--- src/design/lsp_pkg.sv ---
// Constants, field positions and state encodings for the loop station
package lsp_pkg;
    // Loop configuration bit positions
    localparam int CFG_LOOP_MODE_BIT = 1;
    localparam int CFG_ABORT_UNDERRUN_BIT = 2;
    localparam int CFG_FLAG_IDLE_BIT = 3;
    localparam int CFG_GO_ACTIVE_BIT = 4;
    // Loop status bit positions
    localparam int STS_ON_LOOP_BIT = 1;
    localparam int STS_LOOP_SENDING_BIT = 4;
    // Patterns as an 8-bit window (SEVEN_ONES on its low 7 bits), oldest bit in bit 7, newest in bit 0
    localparam logic [7:0] FLAG_PATTERN = 8'h7e;
    localparam logic [7:0] END_OF_POLL_WINDOW = 8'h7f;
    localparam logic [6:0] SEVEN_ONES = 7'h7f;
    // Serializer counts
    localparam logic [2:0] ZERO_INSERT_RUN = 3'h5;
    localparam logic [2:0] LAST_BIT_INDEX = 3'h7;
    // Transmit data buffer
    localparam int DATA_WIDTH = 8;
    localparam int FIFO_DEPTH = 8;

    typedef enum logic [2:0] {
        ST_OFF = 3'b000,
        ST_GATE = 3'b001,
        ST_SEEK = 3'b010,
        ST_HUNT = 3'b011,
        ST_ARMED = 3'b100,
        ST_SEND = 3'b101
    } lsp_state_t;
endpackage

--- src/design/lsp_fifo_if.sv ---
// Valid/ready carrier between the loop station and its transmit FIFO
`timescale 1ns/1ps
interface lsp_fifo_if #(parameter int W = 8);
    logic [W-1:0] wdata;
    logic wvalid;
    logic wready;
    logic [W-1:0] rdata;
    logic rvalid;
    logic rready;
    modport fifo_side (input wdata, input wvalid, input rready, output wready, output rdata, output rvalid);
    modport user (output wdata, output wvalid, output rready, input wready, input rdata, input rvalid);
endinterface

--- src/design/lsp_fifo.sv ---
// Flip-flop FIFO for transmit bytes with valid/ready on both sides
`timescale 1ns/1ps
module lsp_fifo #(
    parameter int W = 8,
    parameter int D = 8
) (
    input wire logic mclk_in,
    input wire logic nrst_in,
    lsp_fifo_if.fifo_side fq
);
    localparam int AW = $clog2(D);
    localparam int CW = $clog2(D + 1);
    localparam logic [AW-1:0] LAST_PTR = AW'(D - 1);
    localparam logic [CW-1:0] FULL_CNT = CW'(D);

    typedef struct packed {
        logic [D-1:0][W-1:0] mem;
        logic [AW-1:0] wptr;
        logic [AW-1:0] rptr;
        logic [CW-1:0] cnt;
    } lsp_fifo_st_t;

    lsp_fifo_st_t r;
    lsp_fifo_st_t next_r;
    logic push;
    logic pop;

    assign fq.wready = (r.cnt != FULL_CNT);
    assign fq.rvalid = (r.cnt != '0);
    assign fq.rdata = r.mem[r.rptr];
    assign push = fq.wvalid && fq.wready;
    assign pop = fq.rready && fq.rvalid;

    always_comb begin
        next_r = r;
        if (push) begin
            next_r.mem[r.wptr] = fq.wdata;
            next_r.wptr = (r.wptr == LAST_PTR) ? '0 : r.wptr + 1'b1;
        end
        if (pop) begin
            next_r.rptr = (r.rptr == LAST_PTR) ? '0 : r.rptr + 1'b1;
        end
        if (push && !pop) begin
            next_r.cnt = r.cnt + 1'b1;
        end else if (pop && !push) begin
            next_r.cnt = r.cnt - 1'b1;
        end
    end

    always_ff @(posedge mclk_in) begin
        if (!nrst_in) begin
            r <= '0;
        end else begin
            r <= next_r;
        end
    end
endmodule // lsp_fifo

--- src/design/lsp_loop_station.sv ---
// Secondary-station SDLC loop control: relay, poll conversion, own frames
`timescale 1ns/1ps
module lsp_loop_station (
    input wire logic mclk_in,
    input wire logic nrst_in,
    input wire logic rxd_in,
    input wire logic bit_tick_in,
    output logic txd_out,
    input wire logic [7:0] loop_config_reg_in,
    output logic [7:0] loop_status_reg_out,
    output logic break_abort_out,
    input wire logic break_abort_clr_in,
    output logic hunt_out,
    input wire logic ext_irq_en_in,
    output logic ext_irq_out,
    input wire logic [lsp_pkg::DATA_WIDTH-1:0] tx_data_in,
    input wire logic tx_valid_in,
    output logic tx_ready_out
);
    import lsp_pkg::*;

    typedef struct packed {
        lsp_state_t st;
        logic [6:0] hist;
        logic dly;
        logic [7:0] sh;
        logic [2:0] bcnt;
        logic [2:0] ones;
        logic sh_data;
        logic closing;
        logic fin;
        logic leaving;
        logic txbit;
        logic on_loop;
        logic sending;
        logic brk;
        logic hunt_off;
        logic irq;
    } lsp_core_t;

    lsp_core_t r;
    lsp_core_t next_r;
    logic [7:0] win;
    logic loop_mode;
    logic go_active;
    logic flag_idle;
    logic seen_eop;
    logic seen_flag;
    logic seen_ones;
    logic brk_set;
    logic pop;

    lsp_fifo_if #(.W(DATA_WIDTH)) fq ();

    lsp_fifo #(
        .W(DATA_WIDTH),
        .D(FIFO_DEPTH)
    ) u_fifo (
        .mclk_in(mclk_in),
        .nrst_in(nrst_in),
        .fq(fq.fifo_side)
    );

    assign fq.wdata = tx_data_in;
    assign fq.wvalid = tx_valid_in;
    assign fq.rready = pop;
    assign tx_ready_out = fq.wready;

    ////////////////////////////////////////////////////////////////////////
    // Pattern watch on the raw line, ahead of any zero deletion
    assign win = {r.hist, rxd_in};
    assign seen_eop = bit_tick_in && (win == END_OF_POLL_WINDOW);
    assign seen_flag = bit_tick_in && (win == FLAG_PATTERN);
    assign seen_ones = bit_tick_in && (win[6:0] == SEVEN_ONES);
    assign loop_mode = loop_config_reg_in[CFG_LOOP_MODE_BIT];
    assign go_active = loop_config_reg_in[CFG_GO_ACTIVE_BIT];
    // Only the off-loop idle choice is honoured; in loop mode both idle and underrun settings are moot
    assign flag_idle = loop_config_reg_in[CFG_FLAG_IDLE_BIT] && (r.st == ST_OFF);

    ////////////////////////////////////////////////////////////////////////
    // Line output: a pure gate path must stay combinational
    always_comb begin
        case (r.st)
            ST_GATE, ST_SEEK: txd_out = rxd_in;
            ST_HUNT, ST_ARMED: txd_out = r.dly;
            default: txd_out = r.txbit;
        endcase
    end

    always_comb begin
        loop_status_reg_out = 8'h00;
        loop_status_reg_out[STS_ON_LOOP_BIT] = r.on_loop;
        loop_status_reg_out[STS_LOOP_SENDING_BIT] = r.sending;
    end

    assign break_abort_out = r.brk;
    assign hunt_out = (r.st == ST_HUNT) || r.hunt_off;
    assign ext_irq_out = r.irq;

    ////////////////////////////////////////////////////////////////////////
    // Next-state logic
    always_comb begin
        next_r = r;
        brk_set = 1'b0;
        pop = 1'b0;
        if (bit_tick_in) begin
            next_r.hist = win[6:0];
            next_r.dly = rxd_in;
        end
        case (r.st)
            ST_OFF: begin
                if (bit_tick_in) begin
                    next_r.txbit = flag_idle ? r.sh[r.bcnt] : 1'b1;
                    next_r.bcnt = r.bcnt + 1'b1;
                end
                if (loop_mode) begin
                    next_r.st = ST_GATE;
                    next_r.sh = FLAG_PATTERN;
                    next_r.bcnt = '0;
                    next_r.hunt_off = 1'b0;
                    next_r.leaving = 1'b0;
                end
            end
            ST_GATE: begin
                if (!loop_mode) begin
                    next_r.st = ST_OFF;
                end else if (go_active) begin
                    next_r.st = ST_SEEK;
                end
            end
            ST_SEEK: begin
                if (!loop_mode) begin
                    next_r.st = ST_OFF;
                end else if (seen_ones) begin
                    next_r.st = ST_HUNT;
                    next_r.on_loop = 1'b1;
                    brk_set = 1'b1;
                end
            end
            ST_HUNT: begin
                if (seen_flag) begin
                    // A flag must end hunt before the station may send or leave
                    if (!loop_mode) begin
                        next_r.st = ST_OFF;
                        next_r.on_loop = 1'b0;
                        next_r.hunt_off = 1'b1;
                    end else begin
                        next_r.st = ST_ARMED;
                    end
                end
            end
            ST_ARMED: begin
                if (seen_eop && !loop_mode) begin
                    next_r.st = ST_OFF;
                    next_r.on_loop = 1'b0;
                    next_r.hunt_off = 1'b1;
                    next_r.txbit = 1'b1;
                    brk_set = 1'b1;
                end else if (seen_eop && go_active) begin
                    // Last one of the poll becomes the final zero of a flag
                    next_r.st = ST_SEND;
                    next_r.txbit = 1'b0;
                    next_r.sending = 1'b1;
                    next_r.sh = FLAG_PATTERN;
                    next_r.sh_data = 1'b0;
                    next_r.bcnt = '0;
                    next_r.ones = '0;
                    next_r.closing = 1'b0;
                    next_r.fin = 1'b0;
                    next_r.leaving = 1'b0;
                    brk_set = 1'b1;
                end
            end
            ST_SEND: begin
                if (!loop_mode) begin
                    next_r.leaving = 1'b1;
                end
                if (bit_tick_in) begin
                    if (r.fin) begin
                        // Closing flag is fully on the line now
                        next_r.sending = 1'b0;
                        next_r.fin = 1'b0;
                        next_r.txbit = 1'b1;
                        if (r.leaving || !loop_mode) begin
                            next_r.st = ST_OFF;
                            next_r.on_loop = 1'b0;
                        end else begin
                            next_r.st = ST_ARMED;
                        end
                    end else if (r.ones == ZERO_INSERT_RUN) begin
                        next_r.txbit = 1'b0;
                        next_r.ones = '0;
                    end else begin
                        next_r.txbit = r.sh[0];
                        next_r.ones = (r.sh_data && r.sh[0]) ? r.ones + 1'b1 : 3'h0;
                        next_r.sh = {1'b0, r.sh[7:1]};
                        next_r.bcnt = r.bcnt + 1'b1;
                        if (r.bcnt == LAST_BIT_INDEX) begin
                            // The run of data ones carries on, so a zero is stuffed across byte edges too
                            next_r.sh_data = 1'b0;
                            next_r.sh = FLAG_PATTERN;
                            if (r.closing) begin
                                next_r.fin = 1'b1;
                            end else if (fq.rvalid) begin
                                pop = 1'b1;
                                next_r.sh = fq.rdata;
                                next_r.sh_data = 1'b1;
                            end else if (go_active && !r.leaving && loop_mode) begin
                                next_r.closing = 1'b0;
                            end else begin
                                next_r.closing = 1'b1;
                            end
                        end
                    end
                end
            end
            default: next_r.st = ST_OFF;
        endcase
        // A new break event outranks a clear in the same cycle
        next_r.brk = (r.brk && !break_abort_clr_in) || brk_set;
        next_r.irq = brk_set && !r.brk && ext_irq_en_in;
    end

    always_ff @(posedge mclk_in) begin
        if (!nrst_in) begin
            r <= '0;
        end else begin
            r <= next_r;
        end
    end
endmodule // lsp_loop_station

--- config.mk ---
export PLATFORM = sky130hd
export DESIGN_NAME = lsp_loop_station
export DESIGN_NICKNAME = d
export VERILOG_FILES = /design/src/design/lsp_pkg.sv /design/src/design/lsp_fifo_if.sv /design/src/design/lsp_fifo.sv /design/src/design/lsp_loop_station.sv
export SDC_FILE = /design/constraint.sdc
export NUM_CORES = 1
export LEC_CHECK = 0
export ABC_CLOCK_PERIOD_IN_PS = 3400
export BUFFER_PORTS_ARGS = -buffer_cell sky130_fd_sc_hd__buf_2
export CAP_MARGIN = 20
export CORE_ASPECT_RATIO = 1.5
export CORE_MARGIN = 4
export CORE_UTILIZATION = 35
export DETAILED_ROUTE_END_ITERATION = 10
export GPL_ROUTABILITY_DRIVEN = 0
export HOLD_SLACK_MARGIN = 0.15
export PLACE_DENSITY_LB_ADDON = 0.3
export SYNTH_ARGS = -nofsm -noshare
export SYNTH_HDL_FRONTEND = slang
export SYNTH_SLANG_ARGS = --single-unit
--- constraint.sdc ---
create_clock -name mclk_in -period 3.4 [get_ports mclk_in]
set_input_delay 0.17 -clock mclk_in [delete_from_list [all_inputs] [get_ports mclk_in]]
set_output_delay 0.17 -clock mclk_in [all_outputs]
set_load 0.01 [all_outputs]
# Yosys cells after proc, flatten, opt, wreduce, memory -nomap -nowiden
# Index checks and enable logic that the tools add are counted.
# classes
reduce_logical	46
n_mux	81
n_addsub	6
n_lt_le_gt_ge	4
eq_ne	33
# ops
op	count
64-bit bitwise mux	1
3-bit two-way mux	20
8-bit two-way mux	5
1-bit two-way mux	33
11-bit case mux with 3 select lines	1
2-bit != test (second input constant)	16
7-bit AND reduction	4
8-bit binary-select mux with 3-bit select	1
8-bit demux with 3-bit select	1
11-bit two-way mux	2
5-bit AND reduction	4
19-bit two-way mux	1
3-bit equality test (second input constant)	6
18-bit two-way mux	1
3-bit case mux with 6 select lines	1
1-bit logical AND	17
17-bit two-way mux	1
8-bit by 7-bit equality test with 1-bit output (second input constant)	2
16-bit two-way mux	1
3-bit by 1-bit adder with 3-bit output (second input constant)	4
3-bit by 4-bit < comparator with 1-bit output (second input constant)	3
3-bit != test (second input constant)	4
6-bit case mux with 2 select lines	1
9-bit AND reduction	1
22 further kinds	39
# word_totals
register_bits	109
input_bits	23
word_cells	197

# Longest topological paths before layout
# logic_depth
depth_word	12
depth_mapped	13

# Hierarchy
# From an unflattened synthesis, not the netlist that was laid out.
# unflattened
hier_cells	578
area_unflattened_um2	5798.1
# by_module_without_submodules
mod	cells_each	area_per_inst_um2	instances	seq_area_each_um2
lsp_fifo	314	3592.2	1	1481.4
lsp_loop_station	264	2205.9	1	680.7

# Worst setup path before layout
# Ideal clock, no wire load.
# synth_path
path_kind	reg2reg
startpoint	reg r[13] (netlist name)
endpoint	reg u_fifo.r[3] (netlist name)
arrival_ps	3089
setup_time_ps	70
t_required_ps	3330
slack_ps	240
synth_period_minus_slack_ps	3160
path_stages_with_launch	13
cell_sequence	dfxtp_1 ha_1 ha_1 or3b_2 or4_1 ha_1 inv_1 ha_1 a21o_1 a21oi_1 xnor2_1 or3_1 a21oi_1
# synth_via
elab_chain_cells	10
elab_cells_between_ends	12
# synth_lines
item	line_no	rtl
start: declaration	lsp_loop_station.sv:41	lsp_core_t r;
start signal: assignment	lsp_loop_station.sv:228	r <= next_r;
3-bit equality test (*)	lsp_loop_station.sv:198	if (r.bcnt == LAST_BIT_INDEX) begin
1-bit two-way mux (*)	lsp_loop_station.sv:198	
1-bit two-way mux (*)	lsp_loop_station.sv:190	end else if (r.ones == ZERO_INSERT_RUN) begin
1-bit two-way mux (*)	lsp_loop_station.sv:179	if (r.fin) begin
1-bit two-way mux (*)	lsp_loop_station.sv:178	if (bit_tick_in) begin
1-bit two-way mux (*)	lsp_loop_station.sv:110	case (r.st)
1-bit logical AND (*)	lsp_fifo.sv:32	assign pop = fq.rready && fq.rvalid;
1-bit logical NOT	lsp_fifo.sv:43	if (push && !pop) begin
1-bit logical AND	lsp_fifo.sv:43	
4-bit two-way mux or 2-bit nonzero test (tied branches)	n/a	
end signal: assignment	lsp_fifo.sv:54	r <= next_r;
end: declaration	lsp_fifo.sv:23	lsp_fifo_st_t r;
# Every way passes the cells marked *; elsewhere a longest branch is shown, timed or not.
# A chain may end at the register's enable or synchronous reset.

# Worst setup path after layout
# layout_path
startpoint	reg r[14] (netlist name)
endpoint	reg u_fifo.r[3] (netlist name)
# The elaborated chain is that of the path after synthesis.

==> results.toml <==
[run_status]
run_status = "completed"

[final_layout]
area_growth_pct = 11.55
drive_gt1_frac = 0.1599
antenna_cells = 0
fill_cells = 1568
ff_latch_area_sq_mm = 0.002163
multiInputGateArea_sq_mm = 0.002933
fin_area_sq_mm = 0.005957
fin_nets = 593

[clock_tree]
clkLatencyLatePin_ns = 0.34
clk_pin_slew_ns = 0.07
clockBufferDepth = 2
htreeDepth = 3
cts_tree = "yes"
cts_root_buffer = "clkbuf_16"
clkSinkCount = 108
cts_buffers = 9

[placed_design]
dpl.hpwl_mm = 8.567
postPlaceCellArea_sq_mm = 0.005599
port_buffers = 24
post-place-ws_ns = 0.1251

[critical_path]
cp_common_cell = "ha_1"
worst-path-max-fanout = 5
cp_data_required_time_ns = 3.67
cp_data_arrival_time_ns = 3.47
crit_buf_inv = 1
crit_type = "reg -> reg"
start_kind = "register"
crit_chain = "ha_1 -> ha_1 -> or3b_2 -> or4_1 -> ha_1 -> inv_1 -> ha_1 -> a21o_1 -> a21oi_1 -> xnor2_1 -> or3_1 -> a21oi_1"
critPathTopFamily = "simple AND/OR/NAND/NOR gates"
max_stage_delay_ns = 0.50
end_kind = "register"
critical-path-slowest-cell = "or3b_2"

[synth]
ys_warn_count = 0
synth_cells = 553
synth_edf_count = 0
synthTopCellsByArea = "dfxtp_1 40%, mux2i_1 16%, mux4_2 7.6%, nor2_1 6.2%, ha_1 2.6%"
yosysMostFrequentCell = "dfxtp_1"
synth_common_cells = "108 x dfxtp_1, 88 x mux2i_1, 88 x nor2_1"
synth_area_per_cell_sq_um = 9.657
synth-seq-cells = 108
syn_area_sq_mm = 0.005340
synth_top_area_share = 0.4049
yosysTopAreaCell = "dfxtp_1"
netlist-cell-type-count = 55
async_flop_share = 0
synth_flop_cell = "dfxtp_1"
ys_seq_area_frac = 0.4049

[timing]
hold_viol = 0
fmax_ghz = 0.3123
tns_ns = 0
finalCritPeriodShare = 0.9418
rsz0062_at_grt = "false"
layout_min_cycle_time_ns = 3.202
finClkSkew_ns = 0.006007
finalSetupViolations = 0
slew_viol_final = 0
tightest_slew_ns = 0.9124
setup_slack_ns = 0.1979
relSlewSlack = 0.3917

[global_route]
grt_max_degree = 90
grt_first_pass_wirelength_mm = 20.14
grt_pass1_vias = 4020
grt_overflow = 0
antenna_found_initial = 0
track_usage = 0.1455

[power]
leakage_nw = 2.416
cellPowerDensity_mw_per_mm2 = 496.5
peakVddDrop_mv = 0.3156

[routing]
vias = 4044
drtIter0Drc = 174
wl_per_cell_um = 16.24
viasPerCell = 5.307
drt_wl_total_mm = 12.38
drc = 0
ant_nets = 0
first_pass_iters = 4

[floorplan]
ios = 36
start_util = 0.3560
dieArea_sq_mm = 0.01734
die_x_um = 108.9
core_sq_mm = 0.01500
die_height_um = 159.3
placement_rows = 55

[worst_hold_path]
min_path_type = "in -> reg"

[run]
max_cap_viol_count = 0
[metal layers]
metal	track usage	wire, um
met5	0	0
met4	0.06950	441
met3	0.02312	396
met2	0.2518	6237
met1	0.1722	5301
[path summary, 6_finish.rpt]
path / from / end / slack, ns / depth (start not counted)
max: r[14] / u_fifo.r[3] / 0.20 / 12
min: tx_data_in[1] / u_fifo.r[19] / 0.17 / 3
max reg2reg: r[14] / u_fifo.r[3] / 0.20 / 12
min reg2reg: u_fifo.r[60] / u_fifo.r[60] / 0.49 / 2
[per-stage QoR]
| step | std cells | total power [mW] | utilization | hold slack (ns) |
|---|---|---|---|---|
| after CTS | 762 | 3.009 | 0.3970 | 0.1610 |
| after detailed placement | 743 | 1.851 | 0.3732 | 0.4601 |
| after floorplan | 558 | 1.744 | - | 0.3176 |
| after global placement | 743 | 1.831 | 0.3732 | 0.4613 |
| final | 762 | 2.958 | 0.3971 | 0.1712 |
| after global routing | 762 | 3.108 | 0.3971 | 0.1773 |
[worst register-to-register path: cells and delay by family, from the launching register on]
family | cells | cell delay, ns
AOI/OAI and AO/OA | 3 | 0.48
DFF | 1 | 0.36
and+or+nand+nor | 3 | 1.30
adders and majority gates | 4 | 0.78
buffers and inverters | 1 | 0.12
xor gates and xnor gates | 1 | 0.09
[power by group]
group	switching [mW]	internal [mW]	leakage, nW
Combinational	0.250	0.189	1.39
Clock	0.466	0.669	0.152
Sequential	0.0569	1.33	0.876
Total	0.773	2.18	2.42
[flip-flops by register name, indices dropped and copies added, names as in the netlist]
name / cells
ext_irq_out: 1
r: 30
break_abort_out: 1
u_fifo.r: 74
loop_status_reg_out: 2
[final cells by class]
class	instances	area share
Clock buffer	11	0.04075
Clock inverter	5	0.01407
Inverter	12	0.007561
Multi-Input combinational cell	388	0.4923
Sequential cell	108	0.3632
Tap cell	199	0.04180
Timing Repair Buffer	39	0.04033
[layout by cell type (no fill, tap or decap), types with 3 or more instances in the layout]
master / synthesis / final
nand2b_1: 6 / 6
nand4b_1: 3 / 3
buf_4: 9 / 12
nor4_1: 5 / 5
nand3_1: 10 / 10
conb_1: 1 / 6
inv_1: 10 / 10
a31oi_1: 3 / 3
or2_2: 3 / 3
ha_1: 11 / 11
o2111ai_1: 3 / 3
o221a_2: 6 / 6
dfxtp_1: 108 / 107
dlygate4sd3_1: 0 / 3
o41ai_1: 4 / 4
and2_1: 3 / 3
mux2i_1: 88 / 88
or3_1: 3 / 3
xnor2_1: 4 / 4
nor3_1: 7 / 7
mux4_2: 18 / 18
o31ai_1: 6 / 6
nand3b_1: 4 / 4
a21oi_1: 21 / 21
buf_2: 8 / 24
nor2_1: 88 / 88
o311ai_0: 3 / 3
nand2_1: 26 / 26
clkbuf_16: 0 / 9
or4_1: 3 / 3
nor2b_1: 6 / 6
o21ai_0: 17 / 17
[logic make-up (layout without fill, tap and decap cells)]
family | Yosys count | count (layout) | share of synthesized area
xor+xnor | 5 | 5 | 0.008200
buf+inv | 62 | 67 | 0.05178
flops | 108 | 108 | 0.4049
fa+ha+maj | 12 | 12 | 0.02952
mux | 106 | 106 | 0.2409
other cells | 1 | 6 | 0.0007022
compound gates | 78 | 78 | 0.09934
simple gates | 181 | 181 | 0.1647
[what timing repair did]
item	4_1_cts	5_1_grt
endpoints found under the hold margin	3	0
hold buffers	3	0
gates resized for setup	0	1
endpoints found under the setup margin	0	1
buffers inserted	0	0
Note: power is estimated with default switching activity, not from simulation.
